--- src/axgc_pkg.sv ---
// Constants shared by the aux converter and output gain control block
package axgc_pkg;
	// Register indices carried in the link command address slot
	localparam logic [6:0]  HP_VOL_ADDR   = 7'h04;
	localparam logic [6:0]  AUX_OUT_ADDR  = 7'h12;
	localparam logic [6:0]  EAR_CTRL_ADDR = 7'h16;
	localparam logic [6:0]  AUX_IN_ADDR   = 7'h64;
	// Values after reset
	localparam logic [15:0] HP_VOL_RST    = 16'h8000;
	localparam logic [15:0] AUX_OUT_RST   = 16'haaa0;
	localparam logic [15:0] EAR_RST       = 16'h8000;
	localparam logic [15:0] AUX_IN_RST    = 16'h0000;
	// Implemented bits; the rest read as zero
	localparam logic [15:0] HP_VOL_MASK   = 16'hbfbf;
	localparam logic [15:0] AUX_OUT_MASK  = 16'hfff1;
	localparam logic [15:0] EAR_MASK      = 16'h86bf;
	localparam logic [15:0] AUX_IN_MASK   = 16'hffff;
	// Field positions
	localparam int MUTE_BIT     = 15;
	localparam int ZC_BIT       = 7;
	localparam int SRCSEL_BIT   = 15;
	localparam int SLOT_LSB     = 12;
	localparam int DC_LSB       = 0;
	localparam int SPK_MUTE_BIT = 11;
	localparam int PH_MUTE_BIT  = 7;
	localparam int ENABLE_BIT   = 0;
	localparam int HPG_LSB      = 12;
	localparam int SPKG_LSB     = 8;
	localparam int PHG_LSB      = 4;
	localparam int LVOL_LSB     = 8;
	localparam int RVOL_LSB     = 0;
	localparam int EARSRC_LSB   = 9;
	// Link framing
	localparam logic [3:0]  CMD_ADDR_SLOT  = 4'h1;
	localparam logic [3:0]  CMD_DATA_SLOT  = 4'h2;
	localparam logic [3:0]  FIRST_AUX_SLOT = 4'h5;
	localparam logic [3:0]  LAST_SLOT      = 4'hc;
	localparam logic [4:0]  TAG_LAST_BIT   = 5'h0f;
	localparam logic [4:0]  SLOT_LAST_BIT  = 5'h13;
	localparam logic [2:0]  SLOT_RESERVED  = 3'h7;
	localparam int SAMPLE_LSB = 8;
	localparam int TAG_FRAME  = 15;
	localparam int TAG_ADDR   = 14;
	localparam int TAG_DATA   = 13;
	localparam int CMD_RD_BIT = 19;
	localparam int CMD_A_LSB  = 12;
	localparam int CMD_D_LSB  = 4;
	// Gain decode in half-dB units
	localparam int MIX_GAIN_TOP  = 12;
	localparam int MIX_GAIN_STEP = 6;
	localparam int VOL_STEP      = 3;
	localparam logic [6:0]  VOL_FLOOR = 7'h5d;
	// Bit clock half period in system clock cycles
	localparam int BITCLK_HALF = 8;
	// Zero-cross timeout in system clock cycles
	localparam int ZC_TIMEOUT  = 4096;
	typedef enum logic [1:0] {
		EAR_INV_HPR   = 2'b00,
		EAR_MIDRAIL   = 2'b01,
		EAR_HP_MONO   = 2'b10,
		EAR_INV_PHONE = 2'b11
	} axgc_ear_src_t;
endpackage

--- src/axgc_vol_if.sv ---
// Interface between the register bank and one volume applier
`timescale 1ns/1ps
`default_nettype none
interface axgc_vol_if;
	logic [5:0] target;
	logic       zcEn;
	logic       crossing;
	logic [5:0] applied;
	logic       pending;
	modport ctrl (output target, zcEn, crossing, input applied, pending);
	modport vol (input target, zcEn, crossing, output applied, pending);
endinterface
`default_nettype wire

--- src/axgc_sync.sv ---
// Three-stage pin synchroniser with agreement filter
`timescale 1ns/1ps
`default_nettype none
module axgc_sync #(
	parameter int W = 1
) (
	input  wire logic [W-1:0] pinIn,  // Asynchronous pins
	input  wire logic         clk,    // System clock
	input  wire logic         rst,    // Async reset
	output var  logic [W-1:0] pinOut  // Filtered level
);
	logic [W-1:0] s1_q;
	logic [W-1:0] s2_q;
	logic [W-1:0] s3_q;

	// Change counts only once stages two and three agree
	always_ff @(posedge clk or posedge rst) begin
		if (rst) begin
			s1_q   <= '0;
			s2_q   <= '0;
			s3_q   <= '0;
			pinOut <= '0;
		end else begin
			s1_q   <= pinIn;
			s2_q   <= s1_q;
			s3_q   <= s2_q;
			pinOut <= (pinOut & (s2_q ^ s3_q)) | (s3_q & ~(s2_q ^ s3_q));
		end
	end
endmodule
`default_nettype wire

--- src/axgc_zc_vol.sv ---
// Volume applier that can wait for a zero crossing or a timeout
`timescale 1ns/1ps
`default_nettype none
module axgc_zc_vol #(
	parameter int TIMEOUT = axgc_pkg::ZC_TIMEOUT
) (
	input  wire logic  clk,  // System clock
	input  wire logic  rst,  // Async reset
	axgc_vol_if.vol    bus   // Target in, applied code out
);
	localparam int CW = $clog2(TIMEOUT + 1);
	localparam logic [CW-1:0] LAST = CW'(TIMEOUT - 1);
	logic [CW-1:0] wait_q;

	// Apply at once, or on crossing, or when the wait runs out
	always_ff @(posedge clk or posedge rst) begin
		if (rst) begin
			bus.applied <= '0;
			bus.pending <= 1'b0;
			wait_q      <= '0;
		end else if (bus.target == bus.applied) begin
			bus.pending <= 1'b0;
			wait_q      <= '0;
		end else if (!bus.zcEn || bus.crossing || wait_q == LAST) begin
			bus.applied <= bus.target;
			bus.pending <= 1'b0;
			wait_q      <= '0;
		end else begin
			bus.pending <= 1'b1;
			wait_q      <= wait_q + 1'b1;
		end
	end
endmodule
`default_nettype wire

--- src/axgc_top.sv ---
// Aux converter source select and output gain register bank on the link
`timescale 1ns/1ps
`default_nettype none
//////////////////////////////////////////////////////////////////////////////
// Operation
// - The source bit picks the register DC value when clear, the slot sample when set.
// - Slot samples are offset binary and pass as is; DC values get no offset.
// - Slot codes 0 to 6 take bits 19:8 of slots 5 to 11; code 7 is never to be used.
// - The 12-bit DC value runs 000h minimum to FFFh full scale and resets to zero.
// - Slot samples are taken whenever the frame tags them valid, at any rate.
// - The enable bit powers the converter when set and resets cleared.
// - The aux-to-headphone-mixer mute bit mutes when set and resets set.
// - Each 3-bit aux mixer gain is +6dB at 000 falling 3dB per code, reset 010.
// - The aux-to-speaker-mixer mute is bit 11, reset set, gain at bits 10:8.
// - The aux-to-phone-mixer mute is bit 7, reset set, gain at bits 6:4.
// - One headphone mute bit silences both outputs and resets set.
// - Headphone volumes lose 1.5dB per code to -46.5dB, top bit set gives -46.5dB.
// - With zero-cross clear a volume applies at once, else at a crossing or timeout.
// - Ear source 00 inverted right, 01 midrail, 10 headphone mono, 11 inverted phone.
module axgc_top #(
	parameter int BITCLK_HALF = axgc_pkg::BITCLK_HALF,
	parameter int ZC_TIMEOUT  = axgc_pkg::ZC_TIMEOUT
) (
	input  wire logic        clk,           // System clock, 200 MHz
	input  wire logic        rst,           // Async reset, active high
	input  wire logic        linkSyncPin,   // Frame sync from controller
	input  wire logic        linkDataPin,   // Serial data from controller
	input  wire logic [2:0]  zeroCrossPin,  // Crossing toggles: ear, right, left
	output var  logic        linkBitClk,    // Bit clock to controller
	output var  logic        linkRespData,  // Serial data to controller
	output var  logic [11:0] convCode,      // Converter input code
	output var  logic        convStrobe,    // New slot sample pulse
	output var  logic        convEnable,    // Converter powered
	output var  logic        hpMixMute,     // Aux to headphone mixer mute
	output var  logic [5:0]  hpMixGain,     // Signed half-dB
	output var  logic        spkMixMute,    // Aux to speaker mixer mute
	output var  logic [5:0]  spkMixGain,    // Signed half-dB
	output var  logic        phMixMute,     // Aux to phone mixer mute
	output var  logic [5:0]  phMixGain,     // Signed half-dB
	output var  logic        hpMute,        // Both headphone outputs muted
	output var  logic [6:0]  hpLeftAtten,   // Half-dB attenuation
	output var  logic [6:0]  hpRightAtten,  // Half-dB attenuation
	output var  logic        earMute,       // Ear buffer off
	output var  logic [1:0]  earSource,     // Ear source select
	output var  logic        earInvert,     // Ear output inverted
	output var  logic [6:0]  earAtten       // Half-dB attenuation
);
	localparam int DW = $clog2(BITCLK_HALF);
	localparam logic [DW-1:0] HALF_LAST = DW'(BITCLK_HALF - 1);

	// 3-bit mixer gain code to signed half-dB
	function automatic logic [5:0] mixGain(input logic [2:0] code);
		return 6'(axgc_pkg::MIX_GAIN_TOP - int'(code) * axgc_pkg::MIX_GAIN_STEP);
	endfunction

	// 6-bit volume code to half-dB attenuation
	function automatic logic [6:0] volAtten(input logic [5:0] code);
		if (code[5]) begin
			return axgc_pkg::VOL_FLOOR;
		end
		return 7'(int'(code[4:0]) * axgc_pkg::VOL_STEP);
	endfunction

	//////////////////////////////////////////////////////////////////////////
	// Pins and bit clock

	logic [4:0]    pinS;
	logic [2:0]    zcPrev_q;
	logic [DW-1:0] div_q;
	logic          riseEvt;
	logic          fallEvt;
	logic          linkSync;
	logic          linkData;

	axgc_sync #(.W(5)) uSync (
		.pinIn  ({zeroCrossPin, linkDataPin, linkSyncPin}),
		.clk    (clk),
		.rst    (rst),
		.pinOut (pinS)
	);
	assign linkSync = pinS[0];
	assign linkData = pinS[1];

	// Divider sets the bit period; needs a half period above the sync delay
	always_ff @(posedge clk or posedge rst) begin
		if (rst) begin
			div_q      <= '0;
			linkBitClk <= 1'b0;
		end else if (div_q == HALF_LAST) begin
			div_q      <= '0;
			linkBitClk <= ~linkBitClk;
		end else begin
			div_q <= div_q + 1'b1;
		end
	end
	assign riseEvt = (div_q == HALF_LAST) && !linkBitClk;
	assign fallEvt = (div_q == HALF_LAST) && linkBitClk;

	//////////////////////////////////////////////////////////////////////////
	// Frame receive

	logic [3:0]  slot_q;
	logic [4:0]  left_q;
	logic [19:0] sh_q;
	logic        syncPrev_q;
	logic        isStart;
	logic [3:0]  curSlot;
	logic [4:0]  curLeft;
	logic [19:0] word;
	logic        wordDone;

	assign isStart  = linkSync && !syncPrev_q;
	assign curSlot  = isStart ? 4'h0 : slot_q;
	assign curLeft  = isStart ? axgc_pkg::TAG_LAST_BIT : left_q;
	assign word     = {sh_q[18:0], linkData};
	assign wordDone = fallEvt && (curLeft == 5'h00);

	// Sample on the falling edge; a sync rise realigns to the tag slot
	always_ff @(posedge clk or posedge rst) begin
		if (rst) begin
			slot_q     <= 4'h0;
			left_q     <= axgc_pkg::TAG_LAST_BIT;
			sh_q       <= '0;
			syncPrev_q <= 1'b0;
		end else if (fallEvt) begin
			sh_q       <= word;
			syncPrev_q <= linkSync;
			if (curLeft != 5'h00) begin
				slot_q <= curSlot;
				left_q <= curLeft - 1'b1;
			end else if (curSlot == axgc_pkg::LAST_SLOT) begin
				slot_q <= 4'h0;
				left_q <= axgc_pkg::TAG_LAST_BIT;
			end else begin
				slot_q <= curSlot + 1'b1;
				left_q <= axgc_pkg::SLOT_LAST_BIT;
			end
		end
	end

	//////////////////////////////////////////////////////////////////////////
	// Commands

	logic [15:0] tag_q;
	logic [19:0] cmd_q;
	logic        cmdOk;
	logic        wrEn;
	logic        rdEn;
	logic [6:0]  cmdAddr;
	logic [15:0] wrData;
	logic        rdPend_q;
	logic [6:0]  rdIdx_q;
	logic        respValid_q;
	logic [6:0]  respIdx_q;
	logic [15:0] respData_q;
	logic [15:0] hpVol_q;
	logic [15:0] auxOut_q;
	logic [15:0] ear_q;
	logic [15:0] auxIn_q;

	assign cmdOk   = wordDone && curSlot == axgc_pkg::CMD_DATA_SLOT
		&& tag_q[axgc_pkg::TAG_FRAME] && tag_q[axgc_pkg::TAG_ADDR];
	assign rdEn    = cmdOk && cmd_q[axgc_pkg::CMD_RD_BIT];
	assign wrEn    = cmdOk && !cmd_q[axgc_pkg::CMD_RD_BIT] && tag_q[axgc_pkg::TAG_DATA];
	assign cmdAddr = cmd_q[axgc_pkg::CMD_A_LSB +: 7];
	assign wrData  = word[axgc_pkg::CMD_D_LSB +: 16];

	// Readback; unmapped indices answer zero
	function automatic logic [15:0] readReg(input logic [6:0] idx);
		case (idx)
			axgc_pkg::HP_VOL_ADDR:   return hpVol_q;
			axgc_pkg::AUX_OUT_ADDR:  return auxOut_q;
			axgc_pkg::EAR_CTRL_ADDR: return ear_q;
			axgc_pkg::AUX_IN_ADDR:   return auxIn_q;
			default:                 return 16'h0000;
		endcase
	endfunction

	// Tag and address slots; a read is answered in the next frame
	always_ff @(posedge clk or posedge rst) begin
		if (rst) begin
			tag_q       <= '0;
			cmd_q       <= '0;
			rdPend_q    <= 1'b0;
			rdIdx_q     <= '0;
			respValid_q <= 1'b0;
			respIdx_q   <= '0;
			respData_q  <= '0;
		end else if (wordDone) begin
			if (curSlot == 4'h0) begin
				tag_q <= word[15:0];
			end
			if (curSlot == axgc_pkg::CMD_ADDR_SLOT) begin
				cmd_q <= word;
			end
			if (rdEn) begin
				rdPend_q <= 1'b1;
				rdIdx_q  <= cmdAddr;
			end
			if (curSlot == axgc_pkg::LAST_SLOT) begin
				respValid_q <= rdPend_q;
				respIdx_q   <= rdIdx_q;
				respData_q  <= readReg(rdIdx_q);
				rdPend_q    <= 1'b0;
			end
		end
	end

	// Register bank, reserved bits held at zero
	always_ff @(posedge clk or posedge rst) begin
		if (rst) begin
			hpVol_q  <= axgc_pkg::HP_VOL_RST;
			auxOut_q <= axgc_pkg::AUX_OUT_RST;
			ear_q    <= axgc_pkg::EAR_RST;
			auxIn_q  <= axgc_pkg::AUX_IN_RST;
		end else if (wrEn) begin
			case (cmdAddr)
				axgc_pkg::HP_VOL_ADDR:   hpVol_q  <= wrData & axgc_pkg::HP_VOL_MASK;
				axgc_pkg::AUX_OUT_ADDR:  auxOut_q <= wrData & axgc_pkg::AUX_OUT_MASK;
				axgc_pkg::EAR_CTRL_ADDR: ear_q    <= wrData & axgc_pkg::EAR_MASK;
				axgc_pkg::AUX_IN_ADDR:   auxIn_q  <= wrData & axgc_pkg::AUX_IN_MASK;
				default: ;
			endcase
		end
	end

	//////////////////////////////////////////////////////////////////////////
	// Response transmit

	logic [19:0] txWord;

	// Bits go out on the rising edge for the controller's falling edge
	always_comb begin
		txWord = '0;
		case (slot_q)
			4'h0: begin
				txWord[axgc_pkg::TAG_FRAME] = 1'b1;
				txWord[axgc_pkg::TAG_ADDR]  = respValid_q;
				txWord[axgc_pkg::TAG_DATA]  = respValid_q;
			end
			axgc_pkg::CMD_ADDR_SLOT: begin
				txWord[axgc_pkg::CMD_A_LSB +: 7] = respValid_q ? respIdx_q : 7'h00;
			end
			axgc_pkg::CMD_DATA_SLOT: begin
				txWord[axgc_pkg::CMD_D_LSB +: 16] = respValid_q ? respData_q : 16'h0000;
			end
			default: txWord = '0;
		endcase
	end

	always_ff @(posedge clk or posedge rst) begin
		if (rst) begin
			linkRespData <= 1'b0;
		end else if (riseEvt) begin
			linkRespData <= txWord[left_q];
		end
	end

	//////////////////////////////////////////////////////////////////////////
	// Converter source

	logic       srcSlot;
	logic [2:0] slotSel;
	logic [3:0] tagIdx;
	logic       take;

	assign srcSlot = auxIn_q[axgc_pkg::SRCSEL_BIT];
	assign slotSel = auxIn_q[axgc_pkg::SLOT_LSB +: 3];
	assign tagIdx  = 4'(axgc_pkg::TAG_FRAME) - curSlot;
	// Reserved slot code never matches, so nothing is taken
	assign take    = wordDone && srcSlot && slotSel != axgc_pkg::SLOT_RESERVED
		&& curSlot == axgc_pkg::FIRST_AUX_SLOT + {1'b0, slotSel}
		&& tag_q[axgc_pkg::TAG_FRAME] && tag_q[tagIdx];

	// Slot sample is offset binary already, so it is passed unaltered
	always_ff @(posedge clk or posedge rst) begin
		if (rst) begin
			convCode   <= '0;
			convStrobe <= 1'b0;
		end else begin
			convStrobe <= take;
			if (!srcSlot) begin
				convCode <= auxIn_q[axgc_pkg::DC_LSB +: 12];
			end else if (take) begin
				convCode <= word[axgc_pkg::SAMPLE_LSB +: 12];
			end
		end
	end

	//////////////////////////////////////////////////////////////////////////
	// Mixer paths and ear output

	// Mutes act at once; they are not held for crossings
	always_ff @(posedge clk or posedge rst) begin
		if (rst) begin
			convEnable <= 1'b0;
			hpMixMute  <= 1'b1;
			spkMixMute <= 1'b1;
			phMixMute  <= 1'b1;
			hpMixGain  <= '0;
			spkMixGain <= '0;
			phMixGain  <= '0;
		end else begin
			convEnable <= auxOut_q[axgc_pkg::ENABLE_BIT];
			hpMixMute  <= auxOut_q[axgc_pkg::MUTE_BIT];
			spkMixMute <= auxOut_q[axgc_pkg::SPK_MUTE_BIT];
			phMixMute  <= auxOut_q[axgc_pkg::PH_MUTE_BIT];
			hpMixGain  <= mixGain(auxOut_q[axgc_pkg::HPG_LSB +: 3]);
			spkMixGain <= mixGain(auxOut_q[axgc_pkg::SPKG_LSB +: 3]);
			phMixGain  <= mixGain(auxOut_q[axgc_pkg::PHG_LSB +: 3]);
		end
	end

	// Inverting sources flag the ear buffer to invert
	always_ff @(posedge clk or posedge rst) begin
		if (rst) begin
			hpMute    <= 1'b1;
			earMute   <= 1'b1;
			earSource <= axgc_pkg::EAR_INV_HPR;
			earInvert <= 1'b1;
		end else begin
			hpMute    <= hpVol_q[axgc_pkg::MUTE_BIT];
			earMute   <= ear_q[axgc_pkg::MUTE_BIT];
			earSource <= ear_q[axgc_pkg::EARSRC_LSB +: 2];
			earInvert <= ear_q[axgc_pkg::EARSRC_LSB +: 2] == axgc_pkg::EAR_INV_HPR
				|| ear_q[axgc_pkg::EARSRC_LSB +: 2] == axgc_pkg::EAR_INV_PHONE;
		end
	end

	//////////////////////////////////////////////////////////////////////////
	// Volumes: left, right, ear

	axgc_vol_if volIf [3] ();
	logic [5:0] volTarget [3];
	logic       volZc [3];

	assign volTarget[0] = hpVol_q[axgc_pkg::LVOL_LSB +: 6];
	assign volTarget[1] = hpVol_q[axgc_pkg::RVOL_LSB +: 6];
	assign volTarget[2] = ear_q[axgc_pkg::RVOL_LSB +: 6];
	assign volZc[0]     = hpVol_q[axgc_pkg::ZC_BIT];
	assign volZc[1]     = hpVol_q[axgc_pkg::ZC_BIT];
	assign volZc[2]     = ear_q[axgc_pkg::ZC_BIT];

	// Crossing comparator toggles its pin at each crossing
	always_ff @(posedge clk or posedge rst) begin
		if (rst) begin
			zcPrev_q <= '0;
		end else begin
			zcPrev_q <= pinS[4:2];
		end
	end

	for (genvar i = 0; i < 3; i++) begin : gVol
		assign volIf[i].target   = volTarget[i];
		assign volIf[i].zcEn     = volZc[i];
		assign volIf[i].crossing = pinS[2 + i] ^ zcPrev_q[i];
		axgc_zc_vol #(.TIMEOUT(ZC_TIMEOUT)) uVol (
			.clk (clk),
			.rst (rst),
			.bus (volIf[i])
		);
	end

	always_ff @(posedge clk or posedge rst) begin
		if (rst) begin
			hpLeftAtten  <= '0;
			hpRightAtten <= '0;
			earAtten     <= '0;
		end else begin
			hpLeftAtten  <= volAtten(volIf[0].applied);
			hpRightAtten <= volAtten(volIf[1].applied);
			earAtten     <= volAtten(volIf[2].applied);
		end
	end
endmodule
`default_nettype wire

--- config.mk ---
export PLATFORM = sky130hd
export DESIGN_NAME = axgc_top
export DESIGN_NICKNAME = d
export VERILOG_FILES = /design/src/axgc_pkg.sv /design/src/axgc_vol_if.sv /design/src/axgc_sync.sv /design/src/axgc_zc_vol.sv /design/src/axgc_top.sv
export SDC_FILE = /design/constraint.sdc
export NUM_CORES = 1
export LEC_CHECK = 0
export BUFFER_PORTS_ARGS = -buffer_cell sky130_fd_sc_hd__buf_2
export CAP_MARGIN = 20
export CELL_PAD_IN_SITES_DETAIL_PLACEMENT = 2
export CELL_PAD_IN_SITES_GLOBAL_PLACEMENT = 2
export CORE_AREA = 2 2 173 175
export CTS_CLUSTER_DIAMETER = 60
export DETAILED_ROUTE_END_ITERATION = 10
export DIE_AREA = 0 0 175 177
export GPL_TIMING_DRIVEN = 0
export PLACE_DENSITY_LB_ADDON = 0.12
export SLEW_MARGIN = 20
export SYNTH_ARGS = -nofsm -noshare
export SYNTH_HDL_FRONTEND = slang
export SYNTH_HIERARCHICAL = 1
export SYNTH_SLANG_ARGS = --single-unit
--- constraint.sdc ---
create_clock -name clk -period 16.4 [get_ports clk]
set_input_delay 1.64 -clock clk [delete_from_list [all_inputs] [get_ports clk]]
set_output_delay 1.64 -clock clk [all_outputs]
set_load 0.005 [all_outputs]
==> results.md <==
* Run status: finished clean
* Area of the die at 0.0310 mm^2
* Crit end category: flop
* RSZ-0062 raised after global routing: false
* Vias in the first global route at 10,300
* Critical path type: flop to flop
* Worst min path class: flop to flop
* CTS tree: yes
* First-pass GRT wire length at 61.0 mm
* CP startpoint kind: flop
* Die X-Extent at 175 um
* CTS Sinks at 281
* Layout area overhead at 15.6%
* Lkg Pwr at 7.05 nW
* Share of cells above drive strength 1 at 0.268
* Worst-path cell chain: nor2b_4 -> buf_6 -> clkbuf_1 -> nor2_1 -> ha_1 -> nor2b_1 -> and4_1 -> clkbuf_1 -> nand3_1 -> nor4b_1 -> and3_1 -> buf_4 -> buf_4 -> mux2_2
* Top Ports at 70
* Top delay family on crit path: simple AND/OR/NAND/NOR gates
* Final worst path period share at 0.226
* Final Util at 0.516
* Routed WL at 37.8 mm
* Clock transition at path regs at 0.06 ns
* Hold Crit Depth at 0
* Initial antenna violation count at 1
* Avg Inst Size Synth at 12.1 um^2
* # diodes at 0
* Hold Buf Count CTS at 0
* Dpl ws at 12.76 ns
* Via count at 9,215
* Largest net degree at the start of global routing at 101
* Post-CTS sizing at 0
* Int Pwr at 1.19 mW
* Worst Tran Pin Value at 0.998 ns
* Initial Util at 0.446
* Detailed-router iteration count before antenna repair at 7
* Rel. slew slack at 0.329
* Hold Vio Cnt, Final at 0
* TritonCTS Buffers at 36
* R2r worst-path depth at 14
* CTS Buffer Depth at 3
* YS warnings at 6
* Reg power frac at 0.464
* Period minus WS final at 3.70 ns
* Clock network power share at 0.495
* CP max FO at 10
* Post-route DRC at 0
* Gpl congestion at 0.779
* Maximum clock frequency at 270 MHz
* Postcts setup bufs at 0
* Switching share of power at 0.229
* Nets at 1,245
* Non-filler instance count after layout at 1,608
* Initial drt markers at 473
* Die Y at 177 um
* Total GRT Usage at 0.255
* Critical path's largest stage delay at 0.43 ns
* Pwr per Cell Area at 102 mW/mm^2
* Worst-Skew Late Latency at 0.52 ns
* Total gr overflow at 0
* Antenna Nets Post-Route at 0
* Setup tns final at 0 ns
* Wire per inst at 23.5 um
* Core area at 0.0292 mm^2
* Max cap viols at 0
* Combinational fraction of design power at 0.040
* Fin. max-slew vios at 0
* Placed insts at 1,542
* WP data required at 16.80 ns
* Net Sw Power at 0.353 mW
* Synthesized cell area at 0.0131 mm^2
* PnR worst setup slack at 12.70 ns
* Synth Instances at 1,082
* Final setup violation count at 0
* Slowest-stage cell, CP: dfrtp_1
* Crit path buf inv count at 5
* # port buffers at 66
* Max IR drop VDD at 0.0783 mV
* Via-to-Cell Ratio at 5.73
* Dpl hpwl at 26.1 mm
* Htree depth at 2
* Root buf cell: clkbuf_16
* Crit path depth at 14
* Worst clock skew at 0.0170 ns
* Arrival time worst endpoint at 4.10 ns
* Row cnt at 63
-- final cells by class --
type / instances / area, um^2
plain buffers: 56 / 258
inverters: 47 / 184
well taps: 390 / 488
flip-flops and latches: 281 / 7050
repair buffers: 69 / 390
multi-input cells: 700 / 5580
clock buffers: 55 / 1050
clock inverters: 10 / 88.8
fillers: 2894 / 14200
-- metrics by stage --
| stage | area, um^2 | hold WS, ns | power (mW) |
|---|---|---|---|
| 6_report | 15100 | 0.354 | 1.54 |
| 5_1_grt | 15100 | 0.367 | 1.60 |
| 4_1_cts | 15100 | 0.358 | 1.56 |
| 3_5_place_dp | 13900 | 0.340 | 0.791 |
| 2_1_floorplan | 13100 | 0.331 | 0.767 |
| 3_3_place_gp | 13900 | 0.333 | 0.786 |
-- placed cells by master, fill, tap and decap left out, drive strengths merged, types with 7 or more instances in the layout --
cell type,instances
a211oi,18
xnor2,14
o21ai,64
a221oi,23
dfrtp,263
or4,21
a222oi,7
nand2b,16
xor2,42
a31oi,14
clkbuf,92
nand4,15
nand3,16
o31ai,10
nor3,7
inv,50
a21oi,26
nand2,76
dfstp,18
buf,88
ha,41
and3,8
mux2,129
nor2b,12
or3,14
nor2,42
-- worst paths after layout --
path | start | end | slack [ns]
worst max-delay path | flop | auxIn_q[1] | 12.70
worst min-delay path | uSync/s1_q[0] | uSync/s2_q[0] | 0.35
worst max register to register | flop | auxIn_q[1] | 12.70
worst min register to register | uSync/s1_q[0] | uSync/s2_q[0] | 0.35
max in group asynchronous | rst | left_q[3] | 14.10
min in group asynchronous | rst | earAtten[5] | 1.14
-- per-layer routing --
| layer | GRT usage | vias to the layer above | routed length [um] |
|---|---|---|---|
| met2 | 0.469 | 131 | 20100 |
| met3 | 0.0316 | 67 | 910 |
| met4 | 0.0715 | 0 | 925 |
| met1 | 0.315 | 4903 | 15800 |
| li1 | - | 4114 | - |
| met5 | 0 | - | 0 |
-- state kept, by name, indices dropped and copies added (netlist names), 4 cells and up, named ones only --
| register | cells |
|---|---|
| gVol.uVol/wait_q | 39 |
| sh_q | 19 |
| gVol.uVol/bus.applied | 18 |
| auxIn_q | 16 |
| respData_q | 16 |
| tag_q | 16 |
| hpVol_q | 14 |
| auxOut_q | 13 |
| convCode | 12 |
| ear_q | 10 |
| cmd_q | 8 |
| earAtten | 7 |
| hpLeftAtten | 7 |
| hpRightAtten | 7 |
| rdIdx_q | 7 |
| respIdx_q | 7 |
| hpMixGain | 5 |
| left_q | 5 |
| phMixGain | 5 |
| spkMixGain | 5 |
| uSync/s1_q | 5 |
| uSync/s2_q | 5 |
| uSync/s3_q | 5 |
| slot_q | 4 |
-- power by group through the flow --
stage	clock network, mW	logic [mW]	registers, mW
CTS	0.781	0.0638	0.716
floorplan	0	0.0431	0.724
global placement	0	0.0595	0.727
finish	0.763	0.0621	0.715
detailed placement	0	0.0632	0.727
global route	0.812	0.0699	0.717
Power figures use the tool's default switching activity.
